$ cat config.mk
export PLATFORM = sky130hd
export DESIGN_NAME = nfc_host
export DESIGN_NICKNAME = d
export VERILOG_FILES = /design/src/nfc_pkg.sv /design/src/nfc_host.sv
export VERILOG_INCLUDE_DIRS = /design/src /design/src/src
export SDC_FILE = /design/constraint.sdc
export NUM_CORES = 1
export LEC_CHECK = 0
export BUFFER_PORTS_ARGS = -buffer_cell sky130_fd_sc_hd__buf_2
export CORE_ASPECT_RATIO = 1.2
export CORE_UTILIZATION = 50
export CTS_CLUSTER_DIAMETER = 120
export DETAILED_ROUTE_END_ITERATION = 12
export PLACE_DENSITY = 0.68
export SLEW_MARGIN = 25
export SYNTH_ARGS = -nofsm -noshare
export SYNTH_HDL_FRONTEND = slang
export SYNTH_SLANG_ARGS = --single-unit
$ cat constraint.sdc
create_clock -name mclk_i -period 4.5 [get_ports mclk_i]
set_input_delay 0.45 -clock mclk_i [delete_from_list [all_inputs] [get_ports mclk_i]]
set_output_delay 0.45 -clock mclk_i [all_outputs]
set_load 0.1 [all_outputs]
$ cat src/nfc_defs.svh
// Purpose: Constants of the NOR flash command sequencer.
// Assumes: Word (x16) mode, word addresses.
// Notes: Pin timings are plain defaults; set them for the part in use.
`ifndef NFC_DEFS_SVH
`define NFC_DEFS_SVH
`define NFC_AW 23
`define NFC_DW 16
`define NFC_CW 9
`define NFC_ADDR_UNLK1 23'h00_0555
`define NFC_ADDR_UNLK2 23'h00_02AA
`define NFC_OTP_LAST 23'h00_00FF
`define NFC_BLK_LSB 16
`define NFC_BLK_MSB 22
`define NFC_CMD_UNLK1 8'hAA
`define NFC_CMD_UNLK2 8'h55
`define NFC_CMD_RESET 8'hF0
`define NFC_CMD_IDENT 8'h90
`define NFC_CMD_PROG 8'hA0
`define NFC_CMD_BUF_LOAD 8'h25
`define NFC_CMD_BUF_COMMIT 8'h29
`define NFC_CMD_BYPASS 8'h20
`define NFC_CMD_ERASE 8'h80
`define NFC_CMD_CHIP 8'h10
`define NFC_CMD_BLOCK 8'h30
`define NFC_CMD_SUSPEND 8'hB0
`define NFC_CMD_RESUME 8'h30
`define NFC_CMD_OTP 8'h88
`define NFC_CMD_EXIT 8'h00
`define NFC_ID_MAKER 8'h00
`define NFC_ID_PART1 8'h01
`define NFC_ID_PART2 8'h0E
`define NFC_ID_PART3 8'h0F
`define NFC_ID_PROT 8'h02
`define NFC_ID_INDIC 8'h03
`define NFC_ID_LOCK 8'h07
`define NFC_CLK_NS 25
`define NFC_T_WE_NS 35
`define NFC_T_REC_NS 20
`define NFC_T_ACC_NS 65
`define NFC_SYNC_STAGES 2
`define NFC_WE_CYC ((`NFC_T_WE_NS + `NFC_CLK_NS - 1) / `NFC_CLK_NS)
`define NFC_REC_CYC ((`NFC_T_REC_NS + `NFC_CLK_NS - 1) / `NFC_CLK_NS)
`define NFC_RD_CYC (((`NFC_T_ACC_NS + `NFC_CLK_NS - 1) / `NFC_CLK_NS) + `NFC_SYNC_STAGES)
`endif

$ cat src/nfc_pkg.sv
// Purpose: Types of the NOR flash command sequencer.
// Assumes: Constants come from nfc_defs.svh.
// Notes: None.
`include "nfc_defs.svh"
package nfc_pkg;
    typedef enum logic [4:0] {
        NFC_OP_READ, NFC_OP_RESET, NFC_OP_ID_ENTER, NFC_OP_ID_MAKER, NFC_OP_ID_PART,
        NFC_OP_ID_PROTECT, NFC_OP_ID_INDIC, NFC_OP_ID_LOCK, NFC_OP_PROGRAM, NFC_OP_BUF_START,
        NFC_OP_BUF_WORD, NFC_OP_BUF_COMMIT, NFC_OP_BUF_ABORT, NFC_OP_BYP_ENTER, NFC_OP_BYP_EXIT,
        NFC_OP_CHIP_ERASE, NFC_OP_BLOCK_ERASE, NFC_OP_SUSPEND, NFC_OP_RESUME, NFC_OP_OTP_ENTER,
        NFC_OP_OTP_EXIT
    } nfc_op_e;
    typedef enum logic [4:0] {
        NFC_MODE_ARRAY = 5'b00001,
        NFC_MODE_IDENT = 5'b00010,
        NFC_MODE_BYPASS = 5'b00100,
        NFC_MODE_OTP = 5'b01000,
        NFC_MODE_BUFLD = 5'b10000
    } nfc_mode_e;
    typedef enum logic [3:0] {
        NFC_ST_IDLE = 4'b0001,
        NFC_ST_ADDR = 4'b0010,
        NFC_ST_PULSE = 4'b0100,
        NFC_ST_REC = 4'b1000
    } nfc_state_e;
    typedef struct packed {
        nfc_op_e op;
        logic [`NFC_AW-1:0] addr;
        logic [`NFC_DW-1:0] data;
        logic [`NFC_CW-1:0] cnt;
    } nfc_req_s;
    typedef struct packed {
        logic [`NFC_AW-1:0] addr;
        logic [`NFC_DW-1:0] dq;
        logic ce_n;
        logic oe_n;
        logic we_n;
        logic dq_oe_n;
    } nfc_bus_s;
    typedef struct packed {
        logic [`NFC_AW-1:0] addr;
        logic [`NFC_DW-1:0] data;
        logic rd;
        logic last;
        logic pw;
    } nfc_step_s;
endpackage : nfc_pkg
$ cat src/nfc_host.sv
// Purpose: Host-side sequencer that turns user operations into NOR flash bus cycles.
// Assumes: Word mode; the flash data bus is resolved outside from flash_o.dq_oe_n.
// Notes: Completion of program and erase is not polled here.
// Behaviour
// - Each mode entered by its own cycle series.
// - Reset command F0 ends identification mode.
// - Identification entry AA, 55, 90; maker at 00.
// - Part code read at offsets 01, 0E, 0F.
// - Program: prefix, A0, then data word.
// - Buffer: prefix, 25, count, data words.
// - Write 29 to block to commit.
// - Abort recovery: AA, 55, then F0.
// - Bypass mode uses two-cycle commands.
// - Erase is six writes, chip or block.
// - Suspend B0, resume 30, any address.
// - Prefix then 88 enters OTP region.
// - Prefix, 90, 00 leaves OTP region.
// - OTP mode keeps addresses inside region.
`timescale 1ns/1ps
`include "nfc_defs.svh"
module nfc_host
    import nfc_pkg::*;
#(
    parameter int WE_CYC = `NFC_WE_CYC,
    parameter int REC_CYC = `NFC_REC_CYC,
    parameter int RD_CYC = `NFC_RD_CYC
) (
    input wire logic mclk_i,
    input wire logic rst_n_i,
    input wire logic clk_en_i,
    input wire logic req_valid_i,
    input wire nfc_req_s req_i,
    output logic req_ready_o,
    output logic rsp_valid_o,
    output logic rsp_err_o,
    output logic [`NFC_DW-1:0] rsp_data_o,
    output nfc_mode_e mode_o,
    output nfc_bus_s flash_o,
    input wire logic [`NFC_DW-1:0] flash_dq_i
);
    localparam logic [3:0] WE_LD = 4'(WE_CYC - 1);
    localparam logic [3:0] REC_LD = 4'(REC_CYC - 1);
    localparam logic [3:0] RD_LD = 4'(RD_CYC - 1);
    localparam nfc_bus_s BUS_IDLE = '{addr: '0, dq: '0, ce_n: 1'b1, oe_n: 1'b1, we_n: 1'b1, dq_oe_n: 1'b1};

    nfc_state_e st_q;
    nfc_mode_e mode_q;
    nfc_req_s cur_q;
    nfc_req_s req_sel;
    nfc_step_s stp_q;
    nfc_step_s nxt;
    nfc_bus_s bus_q;
    logic [3:0] step_q;
    logic [3:0] tmr_q;
    logic [3:0] idx;
    logic byp_q;
    logic byp_sel;
    logic [`NFC_CW-1:0] rem_q;
    logic [`NFC_DW-1:0] dq_s1_q;
    logic [`NFC_DW-1:0] dq_s2_q;
    logic legal;
    logic acc;
    logic pulse_end;
    logic rec_end;
    logic rsp_valid_q;
    logic rsp_err_q;
    logic [`NFC_DW-1:0] rsp_data_q;

    function automatic nfc_step_s wr_f(input logic [`NFC_AW-1:0] a, input logic [7:0] c, input logic l);
        wr_f = '{addr: a, data: {8'h00, c}, rd: 1'b0, last: l, pw: 1'b0};
    endfunction : wr_f

    function automatic nfc_step_s rd_f(input logic [`NFC_AW-1:0] a, input logic l);
        rd_f = '{addr: a, data: '0, rd: 1'b1, last: l, pw: 1'b0};
    endfunction : rd_f

    function automatic nfc_step_s step_f(input logic [3:0] n, input nfc_req_s r, input logic byp);
        logic [`NFC_AW-1:0] blk;
        logic [`NFC_DW-1:0] wn;
        nfc_step_s s;
        blk = {r.addr[`NFC_BLK_MSB:`NFC_BLK_LSB], 16'h0000};
        wn = 16'(r.cnt) - 16'h0001;
        s = wr_f(`NFC_ADDR_UNLK1, `NFC_CMD_UNLK1, 1'b0);
        if (n == 4'h1 || n == 4'h4) begin
            s = wr_f(`NFC_ADDR_UNLK2, `NFC_CMD_UNLK2, 1'b0);
        end
        case (r.op)
            NFC_OP_READ: s = rd_f(r.addr, 1'b1);
            NFC_OP_RESET: s = wr_f(r.addr, `NFC_CMD_RESET, 1'b1);
            NFC_OP_ID_ENTER: if (n == 4'h2) s = wr_f(`NFC_ADDR_UNLK1, `NFC_CMD_IDENT, 1'b1);
            NFC_OP_ID_MAKER: s = rd_f({blk[22:8], `NFC_ID_MAKER}, 1'b1);
            NFC_OP_ID_PART: begin
                s = rd_f({blk[22:8], `NFC_ID_PART1}, 1'b0);
                if (n == 4'h1) s = rd_f({blk[22:8], `NFC_ID_PART2}, 1'b0);
                if (n == 4'h2) s = rd_f({blk[22:8], `NFC_ID_PART3}, 1'b1);
            end
            NFC_OP_ID_PROTECT: s = rd_f({blk[22:8], `NFC_ID_PROT}, 1'b1);
            NFC_OP_ID_INDIC: s = rd_f({blk[22:8], `NFC_ID_INDIC}, 1'b1);
            NFC_OP_ID_LOCK: s = rd_f({blk[22:8], `NFC_ID_LOCK}, 1'b1);
            NFC_OP_PROGRAM: begin
                if (byp && n == 4'h0) s = wr_f(r.addr, `NFC_CMD_PROG, 1'b0);
                if (!byp && n == 4'h2) s = wr_f(`NFC_ADDR_UNLK1, `NFC_CMD_PROG, 1'b0);
                if ((byp && n == 4'h1) || n == 4'h3) begin
                    s = '{addr: r.addr, data: r.data, rd: 1'b0, last: 1'b1, pw: 1'b1};
                end
            end
            NFC_OP_BUF_START: begin
                if (n == 4'h2) s = wr_f(blk, `NFC_CMD_BUF_LOAD, 1'b0);
                if (n == 4'h3) s = '{addr: blk, data: wn, rd: 1'b0, last: 1'b1, pw: 1'b1};
            end
            NFC_OP_BUF_WORD: s = '{addr: r.addr, data: r.data, rd: 1'b0, last: 1'b1, pw: 1'b1};
            NFC_OP_BUF_COMMIT: s = wr_f(blk, `NFC_CMD_BUF_COMMIT, 1'b1);
            NFC_OP_BUF_ABORT: if (n == 4'h2) s = wr_f(`NFC_ADDR_UNLK1, `NFC_CMD_RESET, 1'b1);
            NFC_OP_BYP_ENTER: if (n == 4'h2) s = wr_f(`NFC_ADDR_UNLK1, `NFC_CMD_BYPASS, 1'b1);
            NFC_OP_BYP_EXIT: begin
                s = wr_f(r.addr, `NFC_CMD_IDENT, 1'b0);
                if (n == 4'h1) s = wr_f(r.addr, `NFC_CMD_EXIT, 1'b1);
            end
            NFC_OP_CHIP_ERASE, NFC_OP_BLOCK_ERASE: begin
                if (byp && n == 4'h0) s = wr_f(r.addr, `NFC_CMD_ERASE, 1'b0);
                if (!byp && n == 4'h2) s = wr_f(`NFC_ADDR_UNLK1, `NFC_CMD_ERASE, 1'b0);
                if ((byp && n == 4'h1) || n == 4'h5) begin
                    if (r.op == NFC_OP_CHIP_ERASE) s = wr_f(`NFC_ADDR_UNLK1, `NFC_CMD_CHIP, 1'b1);
                    else s = wr_f(blk, `NFC_CMD_BLOCK, 1'b1);
                end
            end
            NFC_OP_SUSPEND: s = wr_f(r.addr, `NFC_CMD_SUSPEND, 1'b1);
            NFC_OP_RESUME: s = wr_f(r.addr, `NFC_CMD_RESUME, 1'b1);
            NFC_OP_OTP_ENTER: if (n == 4'h2) s = wr_f(`NFC_ADDR_UNLK1, `NFC_CMD_OTP, 1'b1);
            NFC_OP_OTP_EXIT: begin
                if (n == 4'h2) s = wr_f(`NFC_ADDR_UNLK1, `NFC_CMD_IDENT, 1'b0);
                if (n == 4'h3) s = wr_f(r.addr, `NFC_CMD_EXIT, 1'b1);
            end
            default: s = rd_f(r.addr, 1'b1);
        endcase
        return s;
    endfunction : step_f

    // The host mirrors the device mode so that it never sends a sequence the device would throw away.
    always_comb begin
        legal = 1'b0;
        case (req_i.op)
            NFC_OP_READ: legal = mode_q != NFC_MODE_BUFLD;
            NFC_OP_RESET: legal = mode_q == NFC_MODE_ARRAY || mode_q == NFC_MODE_IDENT;
            NFC_OP_ID_ENTER, NFC_OP_BUF_START, NFC_OP_BYP_ENTER, NFC_OP_OTP_ENTER,
            NFC_OP_SUSPEND, NFC_OP_RESUME: legal = mode_q == NFC_MODE_ARRAY;
            NFC_OP_ID_MAKER, NFC_OP_ID_PART, NFC_OP_ID_PROTECT, NFC_OP_ID_INDIC,
            NFC_OP_ID_LOCK: legal = mode_q == NFC_MODE_IDENT;
            NFC_OP_PROGRAM: legal = mode_q == NFC_MODE_ARRAY || mode_q == NFC_MODE_BYPASS || mode_q == NFC_MODE_OTP;
            NFC_OP_BUF_WORD: legal = mode_q == NFC_MODE_BUFLD && rem_q != '0;
            NFC_OP_BUF_COMMIT: legal = mode_q == NFC_MODE_BUFLD && rem_q == '0;
            NFC_OP_BUF_ABORT: legal = mode_q == NFC_MODE_BUFLD || mode_q == NFC_MODE_ARRAY;
            NFC_OP_BYP_EXIT: legal = mode_q == NFC_MODE_BYPASS;
            NFC_OP_CHIP_ERASE, NFC_OP_BLOCK_ERASE: legal = mode_q == NFC_MODE_ARRAY || mode_q == NFC_MODE_BYPASS;
            NFC_OP_OTP_EXIT: legal = mode_q == NFC_MODE_OTP;
            default: legal = 1'b0;
        endcase
        if (req_i.op == NFC_OP_BUF_START && req_i.cnt == '0) legal = 1'b0;
        if (mode_q == NFC_MODE_OTP && req_i.addr > `NFC_OTP_LAST) legal = 1'b0;
    end

    assign req_ready_o = st_q == NFC_ST_IDLE;
    assign acc = clk_en_i && req_valid_i && req_ready_o;
    assign req_sel = (st_q == NFC_ST_IDLE) ? req_i : cur_q;
    assign byp_sel = (st_q == NFC_ST_IDLE) ? (mode_q == NFC_MODE_BYPASS) : byp_q;
    assign idx = (st_q == NFC_ST_IDLE) ? 4'h0 : step_q + 4'h1;
    assign nxt = step_f(idx, req_sel, byp_sel);
    assign pulse_end = st_q == NFC_ST_PULSE && tmr_q == 4'h0;
    assign rec_end = st_q == NFC_ST_REC && tmr_q == 4'h0;

    always_ff @(posedge mclk_i or negedge rst_n_i) begin
        if (!rst_n_i) begin
            dq_s1_q <= '0;
            dq_s2_q <= '0;
        end else if (clk_en_i) begin
            dq_s1_q <= flash_dq_i;
            dq_s2_q <= dq_s1_q;
        end
    end

    // Address and data settle one cycle before the strobe, and the strobe drops one cycle after chip enable.
    always_ff @(posedge mclk_i or negedge rst_n_i) begin
        if (!rst_n_i) begin
            st_q <= NFC_ST_IDLE;
            step_q <= 4'h0;
            tmr_q <= 4'h0;
            cur_q <= '0;
            stp_q <= '0;
            byp_q <= 1'b0;
            bus_q <= BUS_IDLE;
        end else if (clk_en_i) begin
            case (st_q)
                NFC_ST_IDLE: begin
                    if (req_valid_i && legal) begin
                        cur_q <= req_i;
                        byp_q <= byp_sel;
                        step_q <= 4'h0;
                        stp_q <= nxt;
                        bus_q.addr <= nxt.addr;
                        bus_q.dq <= nxt.data;
                        bus_q.ce_n <= 1'b0;
                        bus_q.dq_oe_n <= nxt.rd;
                        st_q <= NFC_ST_ADDR;
                    end
                end
                NFC_ST_ADDR: begin
                    bus_q.we_n <= stp_q.rd;
                    bus_q.oe_n <= !stp_q.rd;
                    tmr_q <= stp_q.rd ? RD_LD : WE_LD;
                    st_q <= NFC_ST_PULSE;
                end
                NFC_ST_PULSE: begin
                    if (tmr_q == 4'h0) begin
                        bus_q.we_n <= 1'b1;
                        bus_q.oe_n <= 1'b1;
                        bus_q.ce_n <= 1'b1;
                        tmr_q <= REC_LD;
                        st_q <= NFC_ST_REC;
                    end else begin
                        tmr_q <= tmr_q - 4'h1;
                    end
                end
                NFC_ST_REC: begin
                    if (tmr_q != 4'h0) begin
                        tmr_q <= tmr_q - 4'h1;
                    end else if (stp_q.last) begin
                        bus_q.dq_oe_n <= 1'b1;
                        st_q <= NFC_ST_IDLE;
                    end else begin
                        step_q <= idx;
                        stp_q <= nxt;
                        bus_q.addr <= nxt.addr;
                        bus_q.dq <= nxt.data;
                        bus_q.ce_n <= 1'b0;
                        bus_q.dq_oe_n <= nxt.rd;
                        st_q <= NFC_ST_ADDR;
                    end
                end
                default: st_q <= NFC_ST_IDLE;
            endcase
        end
    end

    always_ff @(posedge mclk_i or negedge rst_n_i) begin
        if (!rst_n_i) begin
            mode_q <= NFC_MODE_ARRAY;
            rem_q <= '0;
        end else if (acc && legal) begin
            case (req_i.op)
                NFC_OP_RESET, NFC_OP_BYP_EXIT, NFC_OP_BUF_COMMIT, NFC_OP_BUF_ABORT: mode_q <= NFC_MODE_ARRAY;
                NFC_OP_OTP_EXIT: mode_q <= NFC_MODE_ARRAY;
                NFC_OP_ID_ENTER: mode_q <= NFC_MODE_IDENT;
                NFC_OP_BYP_ENTER: mode_q <= NFC_MODE_BYPASS;
                NFC_OP_OTP_ENTER: mode_q <= NFC_MODE_OTP;
                NFC_OP_BUF_START: begin
                    mode_q <= NFC_MODE_BUFLD;
                    rem_q <= req_i.cnt;
                end
                NFC_OP_BUF_WORD: rem_q <= rem_q - 1'b1;
                default: mode_q <= mode_q;
            endcase
        end
    end

    always_ff @(posedge mclk_i or negedge rst_n_i) begin
        if (!rst_n_i) begin
            rsp_valid_q <= 1'b0;
            rsp_err_q <= 1'b0;
            rsp_data_q <= '0;
        end else if (clk_en_i) begin
            rsp_valid_q <= 1'b0;
            if (st_q == NFC_ST_IDLE && req_valid_i && !legal) begin
                rsp_valid_q <= 1'b1;
                rsp_err_q <= 1'b1;
            end else if (pulse_end && stp_q.rd) begin
                rsp_valid_q <= 1'b1;
                rsp_err_q <= 1'b0;
                rsp_data_q <= dq_s2_q;
            end else if (rec_end && stp_q.last && !stp_q.rd) begin
                rsp_valid_q <= 1'b1;
                rsp_err_q <= 1'b0;
            end
        end
    end

    assign rsp_valid_o = rsp_valid_q;
    assign rsp_err_o = rsp_err_q;
    assign rsp_data_o = rsp_data_q;
    assign mode_o = mode_q;
    assign flash_o = bus_q;
endmodule : nfc_host

After elaboration in Yosys (flattened, before gate mapping) --
Cells that the tools add are included.
Operators by class: add/subtract/negate cells 4, order comparisons 1, equal/unequal tests 60, multiplexer cells 62, bitwise operators 1, reduce and logical (&&, ||, !) cells 58
Operators by type and width (count):
- one-hot mux 42 bit (19 select lines) | 1
- 2-to-1 mux 42 bit | 15
- 2-to-1 mux 40 bit | 3
- == test 5 x 4 -> 1 bit, second input constant | 17
- one-hot mux 39 bit (2 select lines) | 1
- == test 5 bit, second input constant | 11
- 2-to-1 mux 53 bit | 1
- 2-to-1 mux 23 bit | 2
- == test 5 x 3 -> 1 bit, second input constant | 9
- 2-to-1 mux 4 bit | 9
- 2-to-1 mux 30 bit | 1
- == test 5 x 2 -> 1 bit, second input constant | 5
- one-hot mux 5 bit (5 select lines) | 1
- > comparator 23 x 8 -> 1 bit, second input constant | 1
- logical AND 1 bit | 18
- logical NOT 9 bit | 2
- one-hot mux 9 bit (2 select lines) | 1
- one-hot mux 4 bit (4 select lines) | 1
- == test 5 x 1 -> 1 bit, second input constant | 3
- 2-to-1 mux 3 bit | 5
- == test 4 x 2 -> 1 bit, second input constant | 3
- == test 4 x 3 -> 1 bit, second input constant | 3
- 2-to-1 mux 1 bit | 12
- one-hot mux 4 bit (3 select lines) | 1
- 35 further kinds | 60
Word-level totals: register bits 175, input bits 73, logic and storage cells 209

Logic depth before layout (Yosys ltp) --
word-level depth 12, mapped depth 17, gate-level depth less buffers 9

Worst setup path after synthesis --
No wires, ideal clock.
path type register to register, start point register st_q[0], end point register bus_q, in the netlist flash_o[5], setup time 0.125 ns, arrival time 3.786 ns, required time 4.375 ns, path slack 0.589 ns, cell stages (with the launch flop) 17, period minus slack after synthesis 3.911 ns, path through dfstp_2 or4b_4 buf_6 inv_4 buf_8 buf_6 buf_4 buf_2 buf_2 buf_4 mux2i_1 ha_1 nand4_1 a21oi_1 o22ai_1 or3b_2 mux2_2
Between the ends: longest elaborated chain between the ends 12
Ends and longest elaborated chain:
- from (decl) | RTL line nfc_host.sv:46 | nfc_state_e st_q;
- from (signal assigned) | RTL line nfc_host.sv:184 | st_q <= NFC_ST_IDLE;
- from (signal assigned) | RTL line nfc_host.sv:203 | st_q <= NFC_ST_ADDR;
- from (signal assigned) | RTL line nfc_host.sv:210 | st_q <= NFC_ST_PULSE;
- == test 4 x 1 -> 1 bit *
- net req_ready_o | RTL line nfc_host.sv:33 | output logic req_ready_o,
- branches (longest 11 deep; another with subtractor 9 x 1 -> 10 bit)
- to (decl) | RTL line nfc_host.sv:52 | nfc_bus_s bus_q;
Mark *: on every way through the listed nets, which the timed path passes. The select of a mux whose other input is x is not followed. A chain may end at the register's enable or synchronous reset.

Worst setup path after layout --
start point register st_q[0], end point register rem_q[8]
Between the ends: longest elaborated chain between the ends 4
Ends and longest elaborated chain:
- == test 4 x 1 -> 1 bit | RTL line nfc_host.sv:162 | assign req_ready_o = st_q == NFC_ST_IDLE;
- logical AND 1 bit | RTL line nfc_host.sv:163 | assign acc = clk_en_i && req_valid_i && req_ready_o;
- logical AND 1 bit | RTL line nfc_host.sv:248 | end else if (acc && legal) begin
- AND reduction 2 bit (no source line)
- to (signal assigned) | RTL line nfc_host.sv:257 | rem_q <= req_i.cnt;
- to (signal assigned) | RTL line nfc_host.sv:259 | NFC_OP_BUF_WORD: rem_q <= rem_q - 1'b1;
- to (decl) | RTL line nfc_host.sv:58 | logic [`NFC_CW-1:0] rem_q;
No other way between the ends.

==> key figures <==
Clocking
  – Clock root buffer: clkbuf_16
  – Num CTS Buffers: 17
  – Post-CTS Resized: 0
  – Post-CTS Setup Bufs: 0
  – Worst skew pair latency: 0.44 ns
  – # clock sinks: 175
  – CTS max path bufs: 2
  – CTS tree: built
  – Clock transition at the registers of the reported paths: about 0.08 ns
  – CTS H-tree lvls: 4
  – Post-CTS Hold Fix Bufs: 0

Timing
  – Worst clock skew: 0.01488 ns
  – Setup_tns: 0 ns
  – Pins Over Slew Limit: 0
  – RSZ-0062 raised after global routing: no
  – Minimum clock period: between 3 and 4 ns
  – Fin. Hold Viols: 0
  – Period utilization: between 70% and 80%
  – Least-Margin Pin Slew: 0.9355 ns
  – Final Setup Violations: 0
  – Slew headroom: between 30% and 40%
  – Max Clk Rate: 292.8 MHz

Synth
  – Yosys cell types: 81
  – Fraction of registers with async set/reset: 100.0%
  – Syn Inst Count: 1002
  – Synth Cell Area: between 10000 and 15000 um2
  – Yosys warns: 0
  – Number of enable flip-flop cells after synthesis: 0
  – Largest cells by area after synthesis: dfrtp_1 (42%), mux2_2 (13%), mux2i_1 (3.7%)
  – Seq/Total Area, Yosys: 43.79%
  – Post-Syn Area per Cell: approximately 10 um2
  – #FFs+latches synth: about 180
  – Synth Flop Type: dfrtp_1
  – Yosys top cell area share: roughly 42%
  – Syn Nets: 1081
  – Cell taking the most area after synthesis: dfrtp_1

Critical path
  – Crit path kind: register to register
  – CP required: 4.81 ns
  – Worst reg-to-reg path cell count: 8
  – CP Launch Type: register
  – Slowest stage delay, CP: 0.58 ns
  – Worst setup startpoint: st_q[0]
  – Worst-path maximum fanout: 48
  – Register-to-register setup slack: approximately 1.1 ns
  – Critical path, cell by cell: or4b_4 > inv_4 > nand3_1 > and3b_1 > a21boi_4 > buf_4 > and2_1 > a22oi_1
  – Worst path top cell family by delay: simple AND/OR/NAND/NOR gates
  – Crit path to: rem_q[8]
  – Worst path slowest cell: dfstp_2
  – FF-to-FF End: rem_q[8]
  – CP endpoint kind: register
  – Worst flop-to-flop path startpoint: st_q[0]
  – Critical Path Stages: 8
  – Arr. time, crit path: around 3.7 ns
  – Buf/Inv on CP: 2

Finish
  – Synth-to-Final Area Change: 14.95%
  – Area of the multi-input gates: 5288 um2
  – Diodes inserted: 0
  – Commonest non-fill, non-tap cells in the layout: dfrtp_1 (169), buf_2 (138), mux2_2 (120)
  – Non-filler instance count after layout: between 1000 and 1500
  – Final #Nets: 1193
  – Filler cells: roughly 1700
  – Commonest non-fill, non-tap cell in the layout: dfrtp_1
  – Flip-flop and latch area: between 4000 and 5000 um2
  – Share of layout cells above drive strength 1: a little over 30%

Routing
  – WL final: roughly 29000 um
  – Pre-antenna DRT Iters: 5
  – Drt wl/cell: 20.67 um
  – Via Count: 8534
  – Initial DRC count: 614
  – Post-DRT Antenna Nets: 0
  – Via density per instance: approximately 6.1
  – Drt drc: 0

Place
  – Input/output buffers: 139
  – GPL Wtd Cong: 0.9615
  – Post-DP HPWL: 20860 um
  – Inst Count DP: 1356

GRT
  – Vias in the first global route: 8407
  – Initial antenna violation count: 0
  – First-pass GRT wire length: 45790 um
  – Largest net degree at the start of global routing: 94
  – Gr usage total: 28.55%
  – GR Overflow Total: 0

Power
  – Comb power frac: between 20% and 30%
  – PD cells: 403.5 nW/um2
  – Int Pwr: roughly 2900 uW
  – Maximum VDD drop: 0.3270 mV
  – Sw power: 1764 uW
  – Clk pwr share: 33.1%
  – Sw frac: 37.97%
  – Sequential share of power: 41.2%
  – Leak pwr: around 0.0053 uW

Floorplan
  – Placement row count: 56
  – CORE AREA: 19620 um2
  – I/O Pins: 140
  – Die Area: 20610 um2
  – Initial cell density of the core: 51.07%
  – Die width: 131.2 um
  – Height of the die: 157.1 um

Flow run
  – # Max-Cap Violations: 0

Worst hold path
  – Worst hold path type: input pin to async pin

Outcome
  – Outcome: finished, final reports clean
## cells in the mapped netlist (all sizes together) (11+ instances only)
library cell,instances
a21oi,51
a31oi,14
buf,32
clkbuf,33
dfrtp,169
inv,12
mux2,120
mux2i,37
nand2,89
nand2b,14
nand3,27
nor2,54
nor2b,16
nor3,33
nor4,20
o21ai,74
o22ai,11
o31ai,12
or3,11
## area by class of cell
class,count,area share (%)
Inverter,13,0.4455
Multi-Input combinational cell,749,45.91
Tap cell,261,2.836
Timing Repair Buffer,158,7.334
Clock buffer,17,3.694
Clock inverter,15,1.684
Sequential cell,175,38.09
## registers in the layout, indices dropped and copies added (netlist names)
register and count:
dq_s1_q 16, st_q 4, byp_q 1, rsp_valid_o 1, cur_q 53, tmr_q 4, flash_o 43, step_q 4
rem_q 9, stp_q 2, rsp_err_o 1, mode_o 5, rsp_data_o 16, dq_s2_q 16
## worst reg2reg max path, cell delays in order (launching register included)
cell	delay, ns
dfstp_2	0.58
or4b_4	0.51
inv_4	0.34
nand3_1	0.23
and3b_1	0.28
a21boi_4	0.24
buf_4	0.52
and2_1	0.44
a22oi_1	0.14
## stage by stage
| step | utilization (%) | area [um2] | hold slack, ns | worst slack, ns | power, uW |
|---|---|---|---|---|---|
| floorplan | - | 10020 | 0.1544 | 0.5888 | 2827 |
| global placement | 55.50 | 10890 | 0.4795 | 1.019 | 3111 |
| detailed placement | 55.54 | 10900 | 0.4718 | 0.9742 | 3129 |
| CTS | 58.70 | 11520 | 0.09552 | 1.090 | 4667 |
| global route | 58.70 | 11520 | 0.1348 | 0.8187 | 4830 |
| finish | 58.70 | 11520 | 0.03730 | 1.085 | 4647 |
## layer usage
| metal | track usage, % | part of all wire, % | vias up |
|---|---|---|---|
| li1 | - | - | 3955 |
| met1 | 36.64 | 43 | 4235 |
| met2 | 47.90 | 49 | 286 |
| met3 | 4.155 | 4.6 | 58 |
| met4 | 13.05 | 3.4 | 0 |
| met5 | 0 | 0 | - |
## worst min path at each step
stage                      from          end  slack [ns]  cells past startpoint
floorplan               rst_n_i        byp_q        0.15                      0
global placement    flash_o[23]  flash_o[23]        0.48                      1
detailed placement  flash_o[35]  flash_o[35]        0.47                      1
CTS                     rst_n_i    cur_q[23]         0.1                      1
global route            rst_n_i    cur_q[23]        0.13                      1
finish                  rst_n_i    cur_q[23]        0.04                      1
## cell families after synthesis
| kind of cell | synth area share [%] |
|---|---|
| and+or+nand+nor | 15.91 |
| AOI/OAI and AO/OA | 17.68 |
| DFF | 43.79 |
| muxes | 17.19 |
| buffers and inverters | 3.634 |
| xor gates and xnor gates | 1.049 |
| adders and majority gates | 0.7493 |
## power by group through the flow
| stage | registers (uW) | logic (uW) | clock network (uW) |
|---|---|---|---|
| finish | 1910 | 1190 | 1540 |
| global route | 1940 | 1260 | 1630 |
| CTS | 1910 | 1200 | 1560 |
| detailed placement | 1940 | 1190 | 0 |
| global placement | 1930 | 1180 | 0 |
| floorplan | 2310 | 513 | 0 |
Note: power is estimated with default switching activity, not from simulation.
